===== config.mk =====
export PLATFORM = sky130hd
export DESIGN_NAME = mirq_regs
export DESIGN_NICKNAME = d
export VERILOG_FILES = /design/src/core/mirq_pkg.sv /design/src/core/mirq_regs.sv
export SDC_FILE = /design/constraint.sdc
export NUM_CORES = 1
export LEC_CHECK = 0
export ABC_AREA = 1
export BUFFER_PORTS_ARGS = -buffer_cell sky130_fd_sc_hd__buf_2
export CAP_MARGIN = 20
export CELL_PAD_IN_SITES_DETAIL_PLACEMENT = 0
export CELL_PAD_IN_SITES_GLOBAL_PLACEMENT = 2
export CORE_ASPECT_RATIO = 0.6
export CORE_UTILIZATION = 28
export DETAILED_ROUTE_END_ITERATION = 8
export PLACE_DENSITY_LB_ADDON = 0.1
export SLEW_MARGIN = 20
export SYNTH_ARGS = -nofsm -noshare
export SYNTH_HDL_FRONTEND = slang
export SYNTH_SLANG_ARGS = --single-unit

===== constraint.sdc =====
create_clock -name hclk -period 3.8 [get_ports hclk]
set_clock_uncertainty 0.05 [all_clocks]
set_input_delay 0.76 -clock hclk [delete_from_list [all_inputs] [get_ports hclk]]
set_output_delay 0.76 -clock hclk [all_outputs]
set_load 0.005 [all_outputs]

===== src/core/mirq_pkg.sv =====
/*
  mirq_pkg: register indices, field positions, reset values and codes
  for the mac interrupt / transmit configuration register group.
  assumes a 32-bit ahb-lite bus, one word per register index.
*/
package mirq_pkg;
  // ----------------------------------------------------------------
  // register indices (byte address = 4 * index)
  // ----------------------------------------------------------------
  localparam logic [5:0] MIRQ_IDX_CMD  = 6'h00;
  localparam logic [5:0] MIRQ_IDX_TSR  = 6'h04;
  localparam logic [5:0] MIRQ_IDX_ISR  = 6'h07;
  localparam logic [5:0] MIRQ_IDX_TCR  = 6'h0d;
  localparam logic [5:0] MIRQ_IDX_DCR  = 6'h0e;
  localparam logic [5:0] MIRQ_IDX_IMR  = 6'h0f;
  // ----------------------------------------------------------------
  // field positions
  // ----------------------------------------------------------------
  localparam int MIRQ_CMD_STOP  = 0;
  localparam int MIRQ_CMD_START = 1;
  localparam int MIRQ_CMD_TXP   = 2;
  localparam int MIRQ_CMD_RD_LO = 3;
  localparam int MIRQ_CMD_HALT  = 5;
  localparam int MIRQ_ISR_RST   = 7;
  localparam int MIRQ_ISR_RDC   = 6;
  localparam int MIRQ_ISR_CNT   = 5;
  localparam int MIRQ_ISR_OVW   = 4;
  localparam int MIRQ_ISR_TXE   = 3;
  localparam int MIRQ_ISR_RXE   = 2;
  localparam int MIRQ_ISR_PTX   = 1;
  localparam int MIRQ_ISR_PRX   = 0;
  localparam int MIRQ_DCR_FORCE = 7;
  localparam int MIRQ_DCR_WORD  = 0;
  localparam int MIRQ_TCR_FDX   = 7;
  localparam int MIRQ_TCR_PAD   = 6;
  localparam int MIRQ_TCR_RETRY = 5;
  localparam int MIRQ_TCR_LB_LO = 1;
  localparam int MIRQ_TCR_CRC   = 0;
  localparam int MIRQ_TSR_OWC   = 7;
  localparam int MIRQ_TSR_ABT   = 3;
  localparam int MIRQ_TSR_COL   = 2;
  localparam int MIRQ_TSR_PTX   = 0;
  // ----------------------------------------------------------------
  // reset values and codes
  // ----------------------------------------------------------------
  localparam logic [7:0] MIRQ_CMD_RST    = 8'h21;
  localparam logic [7:0] MIRQ_ISR_RSTV   = 8'h80;
  localparam logic [2:0] MIRQ_RD_READ    = 3'h1;
  localparam logic [2:0] MIRQ_RD_WRITE   = 3'h2;
  localparam logic [1:0] MIRQ_LB_NORMAL  = 2'h0;
  localparam logic [1:0] MIRQ_LB_INTERN  = 2'h1;
  localparam logic [1:0] MIRQ_LB_PHY     = 2'h2;
  localparam logic [6:0] MIRQ_PAD_BYTES  = 7'h3c;
  localparam logic [1:0] MIRQ_HTRANS_NSQ = 2'h2;
endpackage


===== src/core/mirq_regs.sv =====
/*
  mirq_regs: command, interrupt status/mask, data and transmit
  configuration and transmit status registers behind an ahb-lite slave.
  assumes the mac datapath pulses the event inputs for one enabled
  clock and that the bus master issues single word transfers.
*/
// What this block does
// - reset flag sets on reset or stop, clears on start; writes ignored
// - status bit 6 sets when a remote dma finishes
// - status bit 5 sets when any tally counter msb becomes set
// - status bit 4 sets when receive ring has no room left
// - status bit 3 sets on excessive collisions or fifo underrun
// - status bit 2 sets on crc, alignment, overrun or missed packet
// - status bit 1 sets on a packet sent without error
// - status bit 0 sets on a packet received without error
// - write-only enables 6..0 match status bits, cleared at reset
// - data config bit 7 makes remote dma complete at once
// - data config bit 0 picks byte or word dma width
// - transmit config bit 7 picks half or full duplex
// - transmit config bit 6 low pads frames under 60 bytes
// - transmit config bit 5 enables retry after late collision
// - transmit config bits 2:1 pick normal, internal or phy loopback
// - transmit config bit 0 set omits the appended crc
// - transmit status bit 7 reports an out-of-window collision
// - transmit status bit 3 reports abort on excessive collisions
// - transmit status bit 2 reports at least one collision
// - transmit status bit 0 reports clean completion; register read-only
// - writing command bit 1 starts the device and clears reset flag
// - halt bit of remote command clears when remote dma completes
`timescale 1ns/10ps
`default_nettype none
module mirq_regs
  import mirq_pkg::*;
(
  input  wire logic        hclk,
  input  wire logic        hresetn,
  input  wire logic        clk_en,
  input  wire logic        hsel,
  input  wire logic [31:0] haddr,
  input  wire logic [1:0]  htrans,
  input  wire logic        hwrite,
  input  wire logic [2:0]  hsize,
  input  wire logic [31:0] hwdata,
  input  wire logic        hready,
  output logic             hreadyout,
  output logic             hresp,
  output logic [31:0]      hrdata,
  input  wire logic        rdma_done_evt,
  input  wire logic        tally_msb_any,
  input  wire logic        ring_full_evt,
  input  wire logic        tx_excess_coll_evt,
  input  wire logic        tx_underrun_evt,
  input  wire logic        rx_crc_err_evt,
  input  wire logic        rx_align_err_evt,
  input  wire logic        rx_overrun_evt,
  input  wire logic        rx_missed_evt,
  input  wire logic        rx_ok_evt,
  input  wire logic        tx_ok_evt,
  input  wire logic        tx_late_coll_evt,
  input  wire logic        tx_coll_evt,
  output logic             irq,
  output logic             cmd_start,
  output logic             cmd_stop,
  output logic             tx_request,
  output logic [2:0]       remote_cmd,
  output logic             word_xfer_sel,
  output logic             remote_xfer_force_done,
  output logic             full_duplex_sel,
  output logic             pad_inhibit,
  output logic [6:0]       pad_to_len,
  output logic             late_hit_retry,
  output logic [1:0]       loopback_sel,
  output logic             crc_inhibit
);

  // ----------------------------------------------------------------
  // state
  // ----------------------------------------------------------------
  typedef struct packed {
    logic [7:0]  cmd;
    logic [7:0]  irq_status;
    logic [6:0]  irq_mask;
    logic [7:0]  data_config;
    logic [7:0]  tx_config;
    logic [7:0]  tx_status;
    logic        tally_q;
    logic        ph_v;
    logic        ph_w;
    logic        ph_map;
    logic [5:0]  ph_idx;
    logic [31:0] rdata;
  } mirq_state_t;

  mirq_state_t st_r;
  mirq_state_t st_nxt;

  // address decode shared by read and write paths
  function automatic logic mirq_mapped(input logic [31:0] a);
    logic [5:0] i;
    i = a[7:2];
    mirq_mapped = (a[31:8] == 24'h000000) && (a[1:0] == 2'h0) &&
                  (i == MIRQ_IDX_CMD || i == MIRQ_IDX_TSR ||
                   i == MIRQ_IDX_ISR || i == MIRQ_IDX_TCR ||
                   i == MIRQ_IDX_DCR || i == MIRQ_IDX_IMR);
  endfunction

  function automatic logic [31:0] mirq_read(input mirq_state_t s,
                                            input logic [5:0] i);
    mirq_read = 32'h00000000;
    // write-only configuration registers read back as zero
    if (i == MIRQ_IDX_CMD)
      mirq_read = {24'h000000, s.cmd};
    else if (i == MIRQ_IDX_ISR)
      mirq_read = {24'h000000, s.irq_status};
    else if (i == MIRQ_IDX_TSR)
      mirq_read = {24'h000000, s.tx_status};
  endfunction

  logic       addr_take;
  logic       wr_fire;
  logic       wr_cmd;
  logic [7:0] wbyte;
  logic       rdma_done;
  logic [6:0] isr_set;

  assign addr_take = clk_en & hsel & hready & htrans[1];
  assign wr_fire   = clk_en & st_r.ph_v & st_r.ph_w & st_r.ph_map;
  assign wbyte     = hwdata[7:0];
  assign wr_cmd    = wr_fire && (st_r.ph_idx == MIRQ_IDX_CMD);

  // forced completion fires on a new remote read or write command
  assign rdma_done = rdma_done_evt |
    (wr_cmd && st_r.data_config[MIRQ_DCR_FORCE] &&
     (wbyte[MIRQ_CMD_HALT:MIRQ_CMD_RD_LO] == MIRQ_RD_READ ||
      wbyte[MIRQ_CMD_HALT:MIRQ_CMD_RD_LO] == MIRQ_RD_WRITE));

  // ----------------------------------------------------------------
  // status event sources
  // ----------------------------------------------------------------
  always_comb
  begin
    isr_set = 7'h00;
    isr_set[MIRQ_ISR_RDC] = rdma_done;
    isr_set[MIRQ_ISR_CNT] = tally_msb_any & ~st_r.tally_q;
    isr_set[MIRQ_ISR_OVW] = ring_full_evt;
    isr_set[MIRQ_ISR_TXE] = tx_excess_coll_evt | tx_underrun_evt;
    isr_set[MIRQ_ISR_RXE] = rx_crc_err_evt | rx_align_err_evt |
                            rx_overrun_evt | rx_missed_evt;
    isr_set[MIRQ_ISR_PTX] = tx_ok_evt;
    isr_set[MIRQ_ISR_PRX] = rx_ok_evt;
  end

  // ----------------------------------------------------------------
  // next state
  // ----------------------------------------------------------------
  always_comb
  begin
    st_nxt = st_r;
    st_nxt.tally_q = tally_msb_any;
    if (wr_fire)
    begin
      unique case (st_r.ph_idx)
        MIRQ_IDX_CMD:
        begin
          st_nxt.cmd = wbyte;
          if (wbyte[MIRQ_CMD_TXP])
            st_nxt.tx_status = 8'h00;
        end
        MIRQ_IDX_ISR:
          // set beats the clear below; bit 7 ignores writes
          st_nxt.irq_status[6:0] = st_r.irq_status[6:0] & ~wbyte[6:0];
        MIRQ_IDX_IMR: st_nxt.irq_mask = wbyte[6:0];
        MIRQ_IDX_DCR: st_nxt.data_config = wbyte;
        MIRQ_IDX_TCR: st_nxt.tx_config = wbyte;
        default: st_nxt.ph_map = st_r.ph_map;
      endcase
    end
    // reset flag: stop enters reset state, start leaves it
    if (wr_cmd && wbyte[MIRQ_CMD_START])
      st_nxt.irq_status[MIRQ_ISR_RST] = 1'b0;
    else if (wr_cmd && wbyte[MIRQ_CMD_STOP])
      st_nxt.irq_status[MIRQ_ISR_RST] = 1'b1;
    st_nxt.irq_status[6:0] = st_nxt.irq_status[6:0] | isr_set;
    if (rdma_done)
      st_nxt.cmd[MIRQ_CMD_HALT] = 1'b0;
    // transmit request drops once the frame is finished either way
    if (tx_ok_evt | tx_excess_coll_evt)
      st_nxt.cmd[MIRQ_CMD_TXP] = 1'b0;
    if (tx_late_coll_evt)
      st_nxt.tx_status[MIRQ_TSR_OWC] = 1'b1;
    if (tx_excess_coll_evt)
      st_nxt.tx_status[MIRQ_TSR_ABT] = 1'b1;
    if (tx_coll_evt)
      st_nxt.tx_status[MIRQ_TSR_COL] = 1'b1;
    if (tx_ok_evt)
      st_nxt.tx_status[MIRQ_TSR_PTX] = 1'b1;
    // bus phase capture; no wait states while clk_en is high, so every phase is one enabled cycle
    st_nxt.ph_v = addr_take;
    st_nxt.ph_w = hwrite;
    st_nxt.ph_map = mirq_mapped(haddr);
    st_nxt.ph_idx = haddr[7:2];
    // read data from the next state, so a write just ahead is seen
    if (addr_take && !hwrite && mirq_mapped(haddr))
      st_nxt.rdata = mirq_read(st_nxt, haddr[7:2]);
    else if (addr_take)
      st_nxt.rdata = 32'h00000000;
  end

  always_ff @(posedge hclk or negedge hresetn)
  begin
    if (!hresetn)
    begin
      st_r <= '{cmd: MIRQ_CMD_RST, irq_status: MIRQ_ISR_RSTV, irq_mask: 7'h00,
                data_config: 8'h00, tx_config: 8'h00, tx_status: 8'h00, tally_q: 1'b0,
                ph_v: 1'b0, ph_w: 1'b0, ph_map: 1'b0, ph_idx: 6'h00,
                rdata: 32'h00000000};
    end
    else if (clk_en)
    begin
      st_r <= st_nxt;
    end
  end

  // ----------------------------------------------------------------
  // outputs
  // ----------------------------------------------------------------
  // a frozen clock stretches the data phase instead of losing it
  assign hreadyout = clk_en;
  assign hresp     = 1'b0;
  assign hrdata    = st_r.rdata;
  assign irq       = |(st_r.irq_status[6:0] & st_r.irq_mask);
  assign cmd_start  = st_r.cmd[MIRQ_CMD_START];
  assign cmd_stop   = st_r.cmd[MIRQ_CMD_STOP];
  assign tx_request = st_r.cmd[MIRQ_CMD_TXP];
  assign remote_cmd = st_r.cmd[MIRQ_CMD_HALT:MIRQ_CMD_RD_LO];
  assign word_xfer_sel          = st_r.data_config[MIRQ_DCR_WORD];
  assign remote_xfer_force_done = st_r.data_config[MIRQ_DCR_FORCE];
  assign full_duplex_sel = st_r.tx_config[MIRQ_TCR_FDX];
  assign pad_inhibit     = st_r.tx_config[MIRQ_TCR_PAD];
  assign pad_to_len      = st_r.tx_config[MIRQ_TCR_PAD] ? 7'h00 : MIRQ_PAD_BYTES;
  assign late_hit_retry  = st_r.tx_config[MIRQ_TCR_RETRY];
  assign loopback_sel    = st_r.tx_config[MIRQ_TCR_LB_LO+1:MIRQ_TCR_LB_LO];
  assign crc_inhibit     = st_r.tx_config[MIRQ_TCR_CRC];
endmodule
`default_nettype wire


==> reports/metrics.csv, run 1 <==
stage,metric,value,unit
outcome,status,"complete, no violations",
sta,relSlewSlack,54.7,%
final_layout,final_area,4020,um^2
critical_path,r2r_start,st_r[40],
cts,clockBufferDepth,2,
final_layout,syn2layout_area_growth,20.5,%
logic_synthesis,synth_flop_cell,dfrtp_1,
logic_synthesis,synth_top_family_by_area,simple AND/OR/NAND/NOR gates,
critical_path,arrival,1.52,ns
logic_synthesis,avgSynthCellArea,7.96,um^2
cts,insertion_delay,0.33,ns
cts,cts_num_sinks,57,
critical_path,slowest_delay,0.40,ns
power,p_leak,0.00219,uW
sta,hold_viol_final,0,
critical_path,r2r_slack,1.96,ns
critical_path,cp_top_family,compound AO/OA/AOI/OAI gates,
logic_synthesis,yosys.area.top_type,dfrtp_1,
critical_path,cp.required,2.99,ns
logic_synthesis,ys_top_cells_by_area,"dfrtp_1, nand2_1, buf_4",
logic_synthesis,async_flop_share,100,%
critical_path,rr_worst_depth,5,
cts,cts-buffers-inserted,9,
floorplan,start_util,29.1,%
sta,max_freq,429,MHz
logic_synthesis,synth_top_area_share,40.5,%
detailed_routing,routed_via_density,4.21,
logic_synthesis,ys_warn_count,0,
floorplan,coreArea,11400,um^2
critical_path,worst_setup_path_start_kind,register,
critical_path,path_cells,"a22o_1, a221oi_1, nand4_1, buf_2",
cts,htreeDepth,3,
sta,tightest_slew,0.677,ns
floorplan,die_w,143,um
critical_path,cp-end-kind,output port,
cts,cts_setup_buffers,0,
critical_path,critPathKind,reg2out,
floorplan,die_h,86.5,um
logic_synthesis,synth-edff-count,0,
cts,cts.clk_slew.worst_paths,0.05,ns
detailed_routing,routedWlPerCell,13.0,um
global_routing,overflow,0,
final_layout,drive_gt1_share,28.8,%
placement,detailed_place_hpwl,6700,um
logic_synthesis,synth-simple-area-share,32.0,%
logic_synthesis,synthAdderAreaFrac,0,%
sta,tns,0,ns
logic_synthesis,synth_mux_area_share,0.338,%
logic_synthesis,synth.most_common_cell,nand2_1,
logic_synthesis,synthTopCellsByCount,"nand2_1, dfrtp_1, buf_4, nor2_1, inv_1",
detailed_routing,drtAntennaViolNets,0,
cts,cts_resized,0,
placement,post_dp_cell_area,3690,um^2
detailed_routing,drcViolationCount,0,
global_routing,antenna_found_initial,0,
cts,cts_root_buf,clkbuf_16,
logic_synthesis,ys_seq_area_share,42.9,%
detailed_routing,wl,8550,um
placement,io_buffers,87,
cts,cts_tree,built,
detailed_routing,num_vias,2766,
critical_path,crit_buf_inv,1,
global_routing,first_global_vias,2610,
sta,rsz0062_at_grt,false,
floorplan,die_area,12400,um^2
critical_path,worst-path-max-fanout,3,
run,max_cap_violations,0,
sta,setup_viol,0,
logic_synthesis,ys_types,40,
critical_path,r2r_end,loopback_sel[1],
detailed_routing,dr.pass1.iters,4,
logic_synthesis,syn_inst,419,
power,power_density,411,nW/um^2
logic_synthesis,synth-xor-area-share,0,%
final_layout,layout.nets,580,
critical_path,slowest_stage,dfrtp_1,
global_routing,grt_pass1_wl,13800,um
power,finalPower,1650,uW
logic_synthesis,synth_compound_area_share,8.89,%
placement,gp_congestion,0.738,
detailed_routing,drtIter0Drc,124,
sta,finalCriticalPeriod,2.33,ns
logic_synthesis,synth_area,3340,um^2
global_routing,grt_max_degree,41,
sta,period_share,61.4,%
cts,ctsHoldBuffers,0,
final_layout,n_antenna_cell,0,
global_routing,globalRouteTotalUtil,15.1,%
floorplan,rows,30,
floorplan,ios,144,
hold_path,holdCritPathClass,in2async,
logic_synthesis,ys_seq_elements,57,
sta,maxSlewViolCount,0,
power,ir_drop,180,uV
-- logic make-up (layout without fill, tap and decap cells) --
kind of cell           Yosys count  in the layout
muxes                            1              1
AOI/OAI and AO/OA               50             50
and+or+nand+nor                222            222
DFF                             57             57
buffers and inverters           88            139
other                            1             28
-- power breakdown --
part           leakage (uW)  total [uW]  switching [uW]  internal, uW
Combinational       0.00131         129            87.8          41.6
Clock              0.000162         897             290           607
Sequential         0.000718         627            8.97           618
Total               0.00219        1650             387          1270
-- through the flow --
stage	setup WS [ns]	hold WS, ns	util (%)	cells
after floorplan	1.95	0.386	-	446
after global placement	1.26	0.399	32.2	641
after detailed placement	1.25	0.403	32.2	641
after CTS	1.41	0.313	35.1	657
after global routing	1.36	0.337	35.1	657
final	1.47	0.305	35.1	657
-- flip-flops by register name (all words and copies together), names as in the netlist --
signal                  cells
word_xfer_sel               1
st_r                       35
hrdata                      8
pad_inhibit                 1
remote_xfer_force_done      1
late_hit_retry              1
tx_request                  1
crc_inhibit                 1
full_duplex_sel             1
remote_cmd                  3
loopback_sel                2
cmd_start                   1
cmd_stop                    1
-- layout by cell type (no fill, tap or decap), types with 3 or more instances in the layout --
master,count
a21oi_1,5
nand4_1,8
buf_2,87
clkbuf_16,9
nand2_1,133
dfrtp_1,54
dfstp_2,3
conb_1,28
nand3_1,8
nand3_4,3
a31oi_1,8
nor2_2,4
o21ai_0,25
o21ai_2,7
nor2_1,45
inv_1,29
inv_2,5
-- worst reg2reg max path: stages, from the launching register on --
cell and delay (ns):
dfrtp_1 0.39, nand2_4 0.08, nor2_8 0.26, nand4_1 0.60, nand2_1 0.25, o21ai_2 0.07
-- per-layer routing --
metal | up-vias | routed length [um] | track usage (%)
li1 | 1407 | - | -
met1 | 1251 | 4620 | 22.5
met2 | 97 | 3230 | 20.3
met3 | 11 | 606 | 4.75
met4 | 0 | 104 | 4.99
met5 | - | 0 | 0
-- layout make-up --
class	instances	area (um^2)
clock buffers	11	253
clock inverters	5	77.6
repair buffers	89	450
fillers	1235	7430
flip-flops and latches	57	1430
multi-input cells	301	1480
well taps	160	200
inverters	34	128
-- worst max path at each step --
stage | startpoint | to | slack, ns | cells past startpoint
floorplan | clk_en | hrdata[1] | 1.95 | 11
global route | st_r[76] | irq | 1.36 | 4
detailed placement | clk_en | hrdata[2] | 1.25 | 8
CTS | st_r[76] | irq | 1.41 | 4
global placement | clk_en | hrdata[2] | 1.26 | 8
finish | st_r[76] | irq | 1.47 | 4
(Power assumes the default switching activity.)
==> run 2: changes to the inputs <==
- CORE_UTILIZATION: 28 -> 26
- clock period: 3.8 -> 2.24 ns (I/O delays scaled with it)
==> reports/metrics.csv, run 2 (synthesis results as in run 1) <==
stage,metric,value,unit
outcome,status,"complete, no violations",
sta,tightest_slew,0.574,ns
detailed_routing,routedWlPerCell,13.1,um
critical_path,arrival,1.53,ns
sta,hold_viol_final,0,
cts,cts_tree,built,
detailed_routing,wl,8690,um
cts,cts_root_buf,clkbuf_16,
sta,finalCriticalPeriod,2.03,ns
sta,tns,0,ns
run,max_cap_violations,0,
floorplan,die_area,13300,um^2
placement,io_buffers,87,
critical_path,crit_start,st_r[76],
critical_path,critPathKind,reg2out,
critical_path,r2r_start,st_r[37],
detailed_routing,drcViolationCount,0,
final_layout,syn2layout_area_growth,21.0,%
final_layout,final_common_cell,nand2_1,
final_layout,largest-register,st_r,
sta,max_freq,494,MHz
cts,ctsHoldBuffers,0,
final_layout,n_antenna_cell,0,
sta,whs,0.0571,ns
hold_path,holdCritPathClass,in2async,
cts,htreeDepth,3,
detailed_routing,num_vias,2743,
sta,setup_viol,0,
placement,gp_congestion,0.760,
floorplan,ios,144,
floorplan,coreArea,12300,um^2
global_routing,grt_pass1_wl,14200,um
global_routing,grt_max_degree,58,
power,power_density,661,nW/um^2
cts,cts_resized,0,
global_routing,first_global_vias,2597,
detailed_routing,dr.pass1.iters,4,
critical_path,cp.required,1.74,ns
critical_path,worst_setup_path_start_kind,register,
critical_path,r2r_slack,0.51,ns
sta,maxSlewViolCount,0,
final_layout,fillers,1358,
placement,placedCellCount,650,
placement,place_ws,0.333,ns
critical_path,cp-end-kind,output port,
final_layout,largest_reg_flops,35,
global_routing,overflow,0,
final_layout,drive_gt1_share,28.9,%
detailed_routing,drtAntennaViolNets,0,
cts,cts_num_sinks,57,
floorplan,rows,31,
detailed_routing,drtIter0Drc,107,
power,p_leak,0.00220,uW
cts,cts-buffers-inserted,9,
cts,clockBufferDepth,2,
floorplan,die_w,148,um
floorplan,die_h,89.7,um
detailed_routing,routed_via_density,4.12,
cts,cts.clk_slew.worst_paths,0.05,ns
global_routing,antenna_found_initial,0,
cts,insertion_delay,0.33,ns
final_layout,final_cell_mix,"nand2_1, buf_2, dfrtp_1",
critical_path,worst-path-max-fanout,3,
cts,cts_setup_buffers,0,
final_layout,layout.nets,584,
placement,detailed_place_hpwl,6770,um
sta,rsz0062_at_grt,false,
floorplan,start_util,27.1,%
final_layout,final_cells,666,
sta,relSlewSlack,61.4,%
sta,setup_ws,0.214,ns
global_routing,globalRouteTotalUtil,14.3,%
power,ir_drop,274,uV
sta,period_share,90.5,%
==> run 2: changes by cell type in the layout (fill, tap and decap cells not counted) <==
cell / delta
bufinv_16: -1
clkbuf_1: +2
buf_4: +3
buf_12: +1
clkinvlp_4: -1
==> run 2: layout make-up <==
cell class	count	area [um^2]	area share, %
multi-input combinational	301	1480	36.7
tap	165	206	5.11
sequential	57	1430	35.4
clock inverter	3	40.0	0.992
clock buffer	13	260	6.45
timing repair buffer	93	493	12.2
inverter	34	128	3.16
==> run 2: routing by layer <==
metal | routed length, um | vias up | share of wire, % | global-route usage [%]
met1 | 4810 | 1229 | 55 | 22.0
met3 | 542 | 8 | 6.2 | 4.82
li1 | - | 1418 | - | -
met5 | 0 | - | 0 | 0
met2 | 3260 | 88 | 37 | 18.4
met4 | 86 | 0 | 0.99 | 3.87
==> run 2: worst max-delay path: stages (launching register included) <==
cell	delay, ns
dfrtp_1	0.40
a22o_1	0.21
a221oi_1	0.27
nand4_1	0.16
buf_2	0.16
==> run 2: stage by stage <==
step	utilization, %	total power, uW	area (um^2)
after floorplan	-	1220	3440
after global placement	30.4	1310	3740
after detailed placement	30.4	1310	3740
after CTS	32.8	2720	4040
after global routing	32.8	2800	4040
final	32.8	2670	4040
==> run 2: power by group <==
group	internal (uW)	leakage, uW	switching (uW)
combinational	74.0	0.00133	150
sequential	1050	0.000718	15.4
clock	917	0.000150	465
==> run 2: path summary, 6_finish.rpt <==
kind	endpoint	cells past startpoint
max in group asynchronous	remote_cmd[2]	2
max	irq	4
min in group hclk	st_r[41]	3
min reg2reg	st_r[47]	2
min	pad_inhibit	2
max reg2reg	hrdata[5]	8
